### src/hw/erpc_regs.vh
// erpc_regs.vh: offsets, field positions, reset values and timing counts
// for the extended-resolution and pin-role register pair.
// assumes inclusion by bare name from the design files.
`ifndef ERPC_REGS_VH
`define ERPC_REGS_VH

// ----------------------------------------------------------------
// register offsets
// ----------------------------------------------------------------
`define ERPC_OFF_LOW_BITS       8'h77
`define ERPC_OFF_PIN_ROLE       8'h78

// ----------------------------------------------------------------
// reset values
// ----------------------------------------------------------------
`define ERPC_RST_LOW_BITS       8'h00
`define ERPC_RST_PIN_ROLE       8'h00

// ----------------------------------------------------------------
// field positions
// ----------------------------------------------------------------
`define ERPC_LB_12V_LSB         0
`define ERPC_LB_REM1_LSB        2
`define ERPC_LB_LOCAL_LSB       4
`define ERPC_LB_REM2_LSB        6
`define ERPC_PR_ALERT_BIT       0
`define ERPC_PR_OVERTEMPERATURE_PIN_EN_BIT    1
`define ERPC_PR_BOOST_BIT       2

// ----------------------------------------------------------------
// shared pin function select codes
// ----------------------------------------------------------------
`define ERPC_SEL_FAN_FOUR_TACHOMETER          2'h0
`define ERPC_SEL_OVERTEMP       2'h1
`define ERPC_SEL_ALERT          2'h2
`define ERPC_SEL_GENERAL_IO_SIX          2'h3

// ----------------------------------------------------------------
// timing: timer tick of 22.76 ms expressed in ns at a 100 ns clock
// ----------------------------------------------------------------
`define ERPC_TICK_NS            22760000
`define ERPC_CLK_NS             100
`define ERPC_TICK_CYCLES        (`ERPC_TICK_NS / `ERPC_CLK_NS)

`endif

### src/hw/erpc_ot_timer.v
// erpc_ot_timer.v: counts how long the overtemperature input stays asserted.
// assumes overtemp_i is synchronous to ref_clk_i and already qualified.
`timescale 1ns/10ps

module erpc_ot_timer #(
  parameter TICK_CYCLES = 227600,
  parameter CNT_W       = 18
) (
  // clock and reset
  input  wire             ref_clk_i,
  input  wire             rst_i,
  // overtemperature level
  input  wire             overtemp_i,
  // elapsed time in ticks, saturating
  output reg  [7:0]       ticks_o,
  output reg              active_o
);

  reg [CNT_W-1:0] div;

  // ----------------------------------------------------------------
  // tick divider and saturating count, restarted on each assertion
  // ----------------------------------------------------------------
  always @(posedge ref_clk_i) begin
    if (rst_i) begin
      div      <= {CNT_W{1'b0}};
      ticks_o  <= 8'h00;
      active_o <= 1'b0;
    end else begin
      active_o <= overtemp_i;
      if (overtemp_i && !active_o) begin
        div     <= {CNT_W{1'b0}};
        ticks_o <= 8'h00;
      end else if (overtemp_i) begin
        if (div == TICK_CYCLES[CNT_W-1:0] - {{(CNT_W-1){1'b0}}, 1'b1}) begin
          div <= {CNT_W{1'b0}};
          // saturate instead of wrapping so long events never read short
          if (ticks_o != 8'hff) begin
            ticks_o <= ticks_o + 8'h01;
          end
        end else begin
          div <= div + {{(CNT_W-1){1'b0}}, 1'b1};
        end
      end
    end
  end

endmodule // erpc_ot_timer

### src/hw/erpc_top.v
// erpc_top.v: extended-resolution low-bit register with coherent-read freeze,
// and the pin-role / thermal configuration register with its pin steering.
// assumes a serial-bus front end that presents one-cycle read and write
// strobes with an 8-bit address; measurement engines supply 10-bit results
// with one-cycle valid pulses. all inputs are synchronous to ref_clk_i.
`timescale 1ns/10ps
`include "erpc_regs.vh"

// Overview of operation
// - 12 V low bits in [1:0]
// - remote one low bits in [3:2]
// - on-chip temperature low bits in [5:4]
// - remote two low bits in [7:6]
// - reading low bits freezes matching result registers
// - bit 0 selects alert or fan two drive
// - bit 1 enables overtemperature pin function
// - overtemperature with auto mode runs fans full
// - timer measures overtemperature assertion length
// - thermal disabled makes pin 2.5 V input
// - direction bit makes overtemperature pin bidirectional on pin 22 only; pin 14 is never driven
// - select code maps shared pin role
// - lock bit makes configuration read-only
module erpc_top #(
  parameter TICK_CYCLES = `ERPC_TICK_CYCLES,
  parameter CNT_W       = 18
) (
  // clock and reset
  input  wire        ref_clk_i,
  input  wire        rst_i,
  // register access from the serial front end
  input  wire        reg_rd_i,
  input  wire        reg_wr_i,
  input  wire [7:0]  reg_addr_i,
  input  wire [7:0]  reg_wdata_i,
  output reg  [7:0]  reg_rdata_o,
  // high-byte register reads (12 V, remote one, local, remote two)
  input  wire [3:0]  msb_rd_i,
  // conversion results
  input  wire [9:0]  v12_result_i,
  input  wire        v12_valid_i,
  input  wire [9:0]  rem1_result_i,
  input  wire        rem1_valid_i,
  input  wire [9:0]  local_result_i,
  input  wire        local_valid_i,
  input  wire [9:0]  rem2_result_i,
  input  wire        rem2_valid_i,
  // high bytes held for the high-byte registers
  output reg  [7:0]  v12_msb_o,
  output reg  [7:0]  rem1_msb_o,
  output reg  [7:0]  local_msb_o,
  output reg  [7:0]  rem2_msb_o,
  // shared configuration from other registers
  input  wire        config_lock_i,
  input  wire [1:0]  shared_pin_function_select_i,
  input  wire        overtemperature_pin_dir_i,
  input  wire        auto_fan_i,
  // pin side
  input  wire        overtemperature_pin_i,
  input  wire        fan_two_pwm_i,
  input  wire        alert_i,
  input  wire        overtemp_drive_i,
  output reg         pin10_alert_mode_o,
  output reg         pin10_out_o,
  output reg         pin22_overtemperature_pin_mode_o,
  output reg         pin22_out_o,
  output reg         pin22_oe_o,
  output reg         pin14_overtemperature_pin_mode_o,
  output reg  [1:0]  pin14_role_o,
  // fan control
  output reg         fans_full_o,
  output reg         fans_max_duty_o,
  output reg  [7:0]  ot_ticks_o
);

  // ----------------------------------------------------------------
  // state
  // ----------------------------------------------------------------
  reg  [7:0] low_bits_voltage_temperature;
  reg  [7:0] pin_role_thermal_config;
  reg  [3:0] frozen;
  reg        ot_seen;
  wire [7:0] timer_ticks;
  wire       timer_active;
  wire       rd_low;
  wire       wr_cfg;
  wire       ot_active;
  wire       overtemperature_pin_en;
  wire       p14_overtemperature_pin;

  // decode the strobes once; a locked write is dropped silently, so the host
  // gets no indication and must read back to see whether it landed
  assign rd_low    = reg_rd_i && (reg_addr_i == `ERPC_OFF_LOW_BITS);
  assign wr_cfg    = reg_wr_i && (reg_addr_i == `ERPC_OFF_PIN_ROLE) && !config_lock_i;
  assign overtemperature_pin_en  = pin_role_thermal_config[`ERPC_PR_OVERTEMPERATURE_PIN_EN_BIT];
  assign p14_overtemperature_pin = (shared_pin_function_select_i == `ERPC_SEL_OVERTEMP);
  // active-low pin: low level means overtemperature
  assign ot_active = overtemperature_pin_en && !overtemperature_pin_i;

  // ----------------------------------------------------------------
  // slot update: a frozen slot ignores fresh results until released
  // ----------------------------------------------------------------
  function [7:0] erpc_slot;
    input [7:0] cur;
    input [9:0] res;
    input       take;
    begin
      erpc_slot = take ? res[9:2] : cur;
    end
  endfunction

  // ----------------------------------------------------------------
  // result capture and freeze
  // ----------------------------------------------------------------
  always @(posedge ref_clk_i) begin
    if (rst_i) begin
      low_bits_voltage_temperature <= `ERPC_RST_LOW_BITS;
      v12_msb_o   <= 8'h00;
      rem1_msb_o  <= 8'h00;
      local_msb_o <= 8'h00;
      rem2_msb_o  <= 8'h00;
      frozen      <= 4'h0;
    end else begin
      // a read in the same cycle as a release keeps the freeze
      if (rd_low) begin
        frozen <= 4'hf;
      end else begin
        frozen <= frozen & ~msb_rd_i;
      end
      if (v12_valid_i && !frozen[0]) begin
        low_bits_voltage_temperature[`ERPC_LB_12V_LSB +: 2] <= v12_result_i[1:0];
      end
      if (rem1_valid_i && !frozen[1]) begin
        low_bits_voltage_temperature[`ERPC_LB_REM1_LSB +: 2] <= rem1_result_i[1:0];
      end
      if (local_valid_i && !frozen[2]) begin
        low_bits_voltage_temperature[`ERPC_LB_LOCAL_LSB +: 2] <= local_result_i[1:0];
      end
      if (rem2_valid_i && !frozen[3]) begin
        low_bits_voltage_temperature[`ERPC_LB_REM2_LSB +: 2] <= rem2_result_i[1:0];
      end
      v12_msb_o   <= erpc_slot(v12_msb_o, v12_result_i, v12_valid_i && !frozen[0]);
      rem1_msb_o  <= erpc_slot(rem1_msb_o, rem1_result_i, rem1_valid_i && !frozen[1]);
      local_msb_o <= erpc_slot(local_msb_o, local_result_i, local_valid_i && !frozen[2]);
      rem2_msb_o  <= erpc_slot(rem2_msb_o, rem2_result_i, rem2_valid_i && !frozen[3]);
    end
  end

  // ----------------------------------------------------------------
  // configuration register and read data
  // ----------------------------------------------------------------
  always @(posedge ref_clk_i) begin
    if (rst_i) begin
      pin_role_thermal_config <= `ERPC_RST_PIN_ROLE;
      reg_rdata_o             <= 8'h00;
    end else begin
      if (wr_cfg) begin
        pin_role_thermal_config <= reg_wdata_i;
      end
      // unmapped addresses read zero so a stray read never shows stale state
      if (reg_rd_i) begin
        case (reg_addr_i)
          `ERPC_OFF_LOW_BITS: reg_rdata_o <= low_bits_voltage_temperature;
          `ERPC_OFF_PIN_ROLE: reg_rdata_o <= pin_role_thermal_config;
          default:            reg_rdata_o <= 8'h00;
        endcase
      end
    end
  end

  // ----------------------------------------------------------------
  // overtemperature timer
  // ----------------------------------------------------------------
  erpc_ot_timer #(
    .TICK_CYCLES (TICK_CYCLES),
    .CNT_W       (CNT_W)
  ) u_timer (
    .ref_clk_i  (ref_clk_i),
    .rst_i      (rst_i),
    .overtemp_i (ot_active),
    .ticks_o    (timer_ticks),
    .active_o   (timer_active)
  );

  // ----------------------------------------------------------------
  // pin steering and fan overrides
  // ----------------------------------------------------------------
  always @(posedge ref_clk_i) begin
    if (rst_i) begin
      pin10_alert_mode_o <= 1'b0;
      pin10_out_o        <= 1'b0;
      pin22_overtemperature_pin_mode_o <= 1'b0;
      pin22_out_o        <= 1'b0;
      pin22_oe_o         <= 1'b0;
      pin14_overtemperature_pin_mode_o <= 1'b0;
      pin14_role_o       <= `ERPC_SEL_FAN_FOUR_TACHOMETER;
      fans_full_o        <= 1'b0;
      fans_max_duty_o    <= 1'b0;
      ot_ticks_o         <= 8'h00;
      ot_seen            <= 1'b0;
    end else begin
      pin10_alert_mode_o <= pin_role_thermal_config[`ERPC_PR_ALERT_BIT];
      pin10_out_o        <= pin_role_thermal_config[`ERPC_PR_ALERT_BIT] ?
                            alert_i : fan_two_pwm_i;
      // select 01 moves the function to the shared pin, leaving 2.5 V input here
      pin22_overtemperature_pin_mode_o <= overtemperature_pin_en && !p14_overtemperature_pin;
      pin14_overtemperature_pin_mode_o <= overtemperature_pin_en && p14_overtemperature_pin;
      pin14_role_o       <= shared_pin_function_select_i;
      // pin is driven low only when direction allows it; else timer input only
      pin22_out_o        <= 1'b0;
      pin22_oe_o         <= overtemperature_pin_en && !p14_overtemperature_pin && overtemperature_pin_dir_i && overtemp_drive_i;
      // the fan overrides follow the pin one cycle late; the fan loops must
      // treat them as levels, not as pulses
      fans_full_o        <= ot_active && auto_fan_i;
      fans_max_duty_o    <= ot_active && pin_role_thermal_config[`ERPC_PR_BOOST_BIT];
      ot_seen            <= timer_active;
      // the count shows once the timer has seen the assertion for a cycle
      ot_ticks_o         <= ot_seen ? timer_ticks : ot_ticks_o;
    end
  end

endmodule // erpc_top

### config.mk
export PLATFORM = sky130hd
export DESIGN_NAME = erpc_top
export DESIGN_NICKNAME = d
export VERILOG_FILES = /design/src/hw/erpc_ot_timer.v /design/src/hw/erpc_top.v
export VERILOG_INCLUDE_DIRS = /design/src /design/src/hw
export SDC_FILE = /design/constraint.sdc
export NUM_CORES = 1
export LEC_CHECK = 0
export ABC_AREA = 1
export ABC_CLOCK_PERIOD_IN_PS = 2550
export BUFFER_PORTS_ARGS = -buffer_cell sky130_fd_sc_hd__buf_2
export CORE_ASPECT_RATIO = 1.4
export CORE_UTILIZATION = 50
export DETAILED_ROUTE_END_ITERATION = 10
export MAX_ROUTING_LAYER = met4
export PLACE_DENSITY = 0.78
export SETUP_SLACK_MARGIN = 0.15
export SYNTH_ARGS = -nofsm -noshare
export SYNTH_HDL_FRONTEND = slang
export SYNTH_HIERARCHICAL = 1
export SYNTH_SLANG_ARGS = --single-unit
### constraint.sdc
create_clock -name ref_clk_i -period 2.55 [get_ports ref_clk_i]
set_input_delay 0.51 -clock ref_clk_i [delete_from_list [all_inputs] [get_ports ref_clk_i]]
set_output_delay 0.51 -clock ref_clk_i [all_outputs]
set_load 0.01 [all_outputs]
**After elaboration in Yosys (flattened, before gate mapping)**

Index checks and enable logic that the tools add are counted.

- Add/sub/neg operators: 2
- Equal/unequal tests: 5
- Bitwise gates (word level): 2
- Muxes and demuxes: 4
- Reduce and logical (&&, ||, !) cells: 25

Operator list:

| operator | number |
|---|---|
| $add 18x1->18 const B | 1 |
| $eq 18x18->1 const B | 1 |
| $mux 18 | 1 |
| $eq 8x7->1 const B | 2 |
| $pmux 8 s2 | 1 |
| $logic_and 1x1->1 | 15 |
| $add 8x1->8 const B | 1 |
| $logic_not 1->1 | 8 |
| $ne 8x8->1 const B | 1 |
| $and 4x4->4 | 1 |
| $mux 4 | 1 |
| $not 4->4 | 1 |
| $reduce_and 3->1 | 1 |
| $eq 2x1->1 const B | 1 |
| $reduce_or 2->1 | 1 |
| $mux 1 | 1 |

- Register bits after elaboration: 105
- Word-level logic and storage cells: 62
- Input bits: 77
- Output and inout bits: 58

**Depth between registers and ports, before layout**

- Word-level depth: 5
- Mapped depth: 11
- Mapped depth without buffers: 11

**Modules after synthesis**

Netlist, hierarchy kept.

By module, submodules not included:

| module | area an instance (um2) | cells an instance | sequential area each (um2) | times used |
|---|---|---|---|---|
| erpc_top | 2,985.4 | 410 | 1,561.5 | 1 |
| erpc_ot_timer | 1,493.9 | 230 | 540.5 | 1 |

**Least setup slack after synthesis**

No wires, ideal clock.

- Path type: input-to-reg
- From: in overtemperature_pin_i
- To: reg u_timer.div[10]
- Buffers on the path: 0
- Slack: 0.790 ns
- Required time: 2.431 ns
- Stages: 7
- Arrival time: 1.640 ns
- Setup time: 0.119 ns
- Cells stage by stage: nor2_1 -> nand2_1 -> nor3_2 -> nand2_1 -> nor2_2 -> xor2_1 -> nor2_1

- Longest elaborated chain between the ends: 4

RTL lines:

| element | line | RTL |
|---|---|---|
| start: declaration | erpc_top.v:58 | `input wire overtemperature_pin_i,` |
| $logic_not 1->1 (*) | erpc_top.v:97 | `assign ot_active = overtemperature_pin_en && !overtemperature_pin_i;` |
| $logic_and 1x1->1 (*) | erpc_top.v:97 |  |
| $logic_and 1x1->1 | erpc_ot_timer.v:31 | `if (overtemp_i && !active_o) begin` |
| $reduce_or 2->1 (no line) | -- |  |
| end signal: assignment | erpc_ot_timer.v:32 | `div <= {CNT_W{1'b0}};` |
| end signal: assignment | erpc_ot_timer.v:36 | `div <= {CNT_W{1'b0}};` |
| end signal: assignment | erpc_ot_timer.v:42 | `div <= div + {{(CNT_W-1){1'b0}}, 1'b1};` |
| end: declaration | erpc_ot_timer.v:19 | `reg [CNT_W-1:0] div;` |

Every way passes the cells marked *; elsewhere a longest branch is shown, timed or not.
A chain may end at the register's enable or synchronous reset.

**Worst setup path after layout**

- From: reg pin_role_thermal_config[1]
- To: reg u_timer.div[8]

- Longest elaborated chain between the ends: 3

RTL lines:

| element | line | RTL |
|---|---|---|
| start: declaration | erpc_top.v:79 | `reg [7:0] pin_role_thermal_config;` |
| start signal: assignment | erpc_top.v:153 | `` pin_role_thermal_config <= `ERPC_RST_PIN_ROLE; `` |
| start signal: assignment | erpc_top.v:157 | `pin_role_thermal_config <= reg_wdata_i;` |
| $logic_and 1x1->1 (*) | erpc_top.v:97 |  |
| via ot_active | erpc_top.v:86 | `wire ot_active;` |
| $logic_and 1x1->1 | erpc_ot_timer.v:31 |  |
| $reduce_or 2->1 (no line) | -- |  |

Mark *: on every way through the listed nets, which the timed path passes. The rest lies on a longest branch.

==> results.yml <==
timing:
  final.min_clock_period_ns: 1.985
  rsz0062_at_grt: "false"
  hold_viol_final: 0
  tightest_slew_ns: 0.5541
  tns_ns: 0
  max_slew_margin: 0.6292
  final.setup_skew_ns: 0.005505
  clock.fmax_mhz: 503.9
  setup_viol: 0
  min_period_over_period: 0.7783
  slew_viol_final: 0
floorplanning:
  row_count: 40
  boundaryPins: 135
  dieArea_um2: 9347
  fp.dieH_um: 114.0
  die_w_um: 82.00
  start_util: 0.5173
  core_area_um2: 8658
place:
  io_buffers: 133
  place.gp.congestion: 0.9076
  dp_hpwl_um: 8115
power_and_ir_drop:
  p_sw_uw: 733.4
  peakVddDrop_mv: 0.4459
  clkPwrFrac: 0.424
  swShare: 0.2153
  pwr-share-comb: 0.075
  internal-power_mw: 2.672
  pwr_density_cell_nw_per_um2: 618.9
  p_seq_frac: 0.502
  power.leakage_nw: 2.781
synth:
  syn_area_per_cell_um2: 6.999
  synth_area_um2: 4479
  synth-seq-cells: 105
  netlist_instances: 640
  synth_cell_types: 32
  yosys_warnings: 6
  ys_seq_area_frac: 0.4693
  syn_nets: 719
setup_path:
  worstPathMaxFanout: 8
  worstSetupEndpointType: "flip-flop"
  path_class: "flip-flop to flip-flop"
  crit_path_start_kind: "flip-flop"
  worstPathArrival_ns: 2.22
  worst_ep_required_time_ns: 2.79
clock_network:
  cts_setup_buffers: 0
  cts_resized: 0
  path_clk_slew_ns: 0.07
  cts_root_buffer: "clkbuf_16"
  ctsHoldBuffers: 0
  cts_made_buffers: 9
  htreeDepth: 3
  cts_buffer_depth: 2
  cts_tree: "yes"
  clkLatencyLatePin_ns: 0.34
  clock_sinks: 105
finish:
  fin_nets: 848
  final_common_cell: "nor2_1"
  drive_gt1_frac: 0.2264
  fillerInstances: 784
  n_antenna_cell: 0
  regArea_um2: 2102
  area_growth_pct: 22.85
  multi_input_area_um2: 1954
  layout_common_cells: "nor2_1 (179), buf_2 (133), nand2_1 (105), dfxtp_1 (105), inv_1 (75)"
  utilization: 0.6355
flow_run:
  maxCapViolations: 0
detailed_routing:
  vias: 4378
  topRoutingLayerUsed: "met4"
  route.met2.wl_um: 5726
  drc: 0
  first_iter_violations: 211
  viasPerCell: 4.986
  routed_wl_um: 10940
  firstDrtPassIters: 4
  avgRoutedWirePerCell_um: 12.46
  postRouteAntennaNets: 0
  wl_met1_um: 4315
  dr_wl_met3_um: 655
global_routing:
  grt_usage: 0.2477
  grt_max_degree: 67
  grt-ovfl-total: 0
  grt_pass1_vias: 4151
  antenna_found_initial: 0
  grt_pass1_wl_um: 17540
outcome:
  status: "finished clean"
min_path:
  hold_class: "primary input to flip-flop"
==> metrics by stage <==
step           hold WS (ns)  setup slack [ns]  instances  instance area (um2)  power (mW)
6_report             0.3819            0.5654        878                 5503       3.406
5_1_grt              0.3815            0.2672        878                 5503       3.525
4_1_cts              0.3720            0.5799        878                 5503       3.431
3_5_place_dp         0.4146            0.3860        863                 5191       1.999
3_3_place_gp         0.4194            0.4574        863                 5191       1.990
2_1_floorplan        0.4034            0.7901        640                 4479       1.872
==> state kept, by name (all words and copies together) (netlist names), 2 cells and up <==
register                      cells
frozen                            4
local_msb_o                       8
low_bits_voltage_temperature      8
ot_ticks_o                        8
pin14_role_o                      2
pin_role_thermal_config           8
reg_rdata_o                       8
rem1_msb_o                        8
rem2_msb_o                        8
u_timer/div                      18
u_timer/ticks_o                   8
v12_msb_o                         8
==> power groups by stage <==
| stage | combinational (mW) | clock, mW | sequential [mW] |
|---|---|---|---|
| finish | 0.255 | 1.44 | 1.71 |
| global route | 0.287 | 1.53 | 1.71 |
| CTS | 0.256 | 1.47 | 1.71 |
| detailed placement | 0.254 | 0 | 1.75 |
| global placement | 0.246 | 0 | 1.74 |
| floorplan | 0.111 | 0 | 1.76 |
==> cells in the mapped netlist <==
cell type	count	share of area
xnor2_1	1	0.0020
a31oi_1	1	0.0014
xor2_1	3	0.0059
o21a_1	1	0.0017
nand4_1	9	0.013
nand2_1	105	0.088
nor2_4	6	0.015
inv_1	75	0.063
buf_6	2	0.0050
nor2_1	179	0.15
nor3_1	8	0.0089
nand3_4	1	0.0039
or2_2	1	0.0014
clkinv_1	4	0.0034
nor2_2	5	0.0070
ha_1	2	0.0056
buf_2	3	0.0034
nor3_2	1	0.0022
o21ai_0	49	0.055
inv_2	3	0.0025
o21ai_1	1	0.0011
dfxtp_1	105	0.47
a21oi_1	10	0.011
clkbuf_8	1	0.0031
buf_4	4	0.0067
nand2_2	5	0.0070
nand4_2	1	0.0028
clkbuf_1	9	0.0075
nand3_2	2	0.0045
nor3b_1	3	0.0050
nand3_1	39	0.044
conb_1	1	0.00084
==> critical path, cell delays in order (launching register included) <==
cell and delay, ns:
dfxtp_1 0.33, inv_1 0.08, nor2_1 0.44, inv_2 0.16, nor2_4 0.13, nand2_1 0.06, nor2_1 0.19, nand2_1 0.07
nand2_1 0.25, nor2_1 0.07, o21a_1 0.10
==> worst paths after layout <==
path | endpoint | slack [ns] | start | cells after the start
worst min-delay path | pin14_role_o[1]$_SDFF_PP0_ | 0.38 | shared_pin_function_select_i[1] | 3
worst max register to register | u_timer/div[8]$_SDFFE_PP0P_ | 0.57 | pin_role_thermal_config[1]$_SDFFE_PP0P_ | 10
worst max-delay path | u_timer/div[8]$_SDFFE_PP0P_ | 0.57 | pin_role_thermal_config[1]$_SDFFE_PP0P_ | 10
worst min register to register | ot_seen$_SDFF_PP0_ | 0.42 | u_timer/active_o$_SDFF_PP0_ | 2
==> area by class of cell <==
type,count,share of cell area
inverter,82,0.05593
tap,105,0.02387
sequential,105,0.3820
clock buffer,12,0.04479
clock inverter,3,0.01182
multi-input combinational,434,0.3552
timing repair buffer,137,0.1264
==> routing by layer <==
layer	vias to the layer above	track usage
met4	0	0.1298
li1	2238	-
met1	1979	0.2629
met2	137	0.4253
met3	24	0.04640
met5	-	-
==> cells by family (layout without fill, tap and decap cells) <==
group | Yosys count | in the layout | synth area share
AOI/OAI and AO/OA | 62 | 62 | 0.07011
xor gates and xnor gates | 4 | 4 | 0.007823
adders and majority gates | 2 | 2 | 0.005586
buffers and inverters | 101 | 234 | 0.09441
DFF | 105 | 105 | 0.4693
other | 1 | 1 | 0.0008372
and+or+nand+nor | 365 | 365 | 0.3520
(Power assumes the default switching activity.)
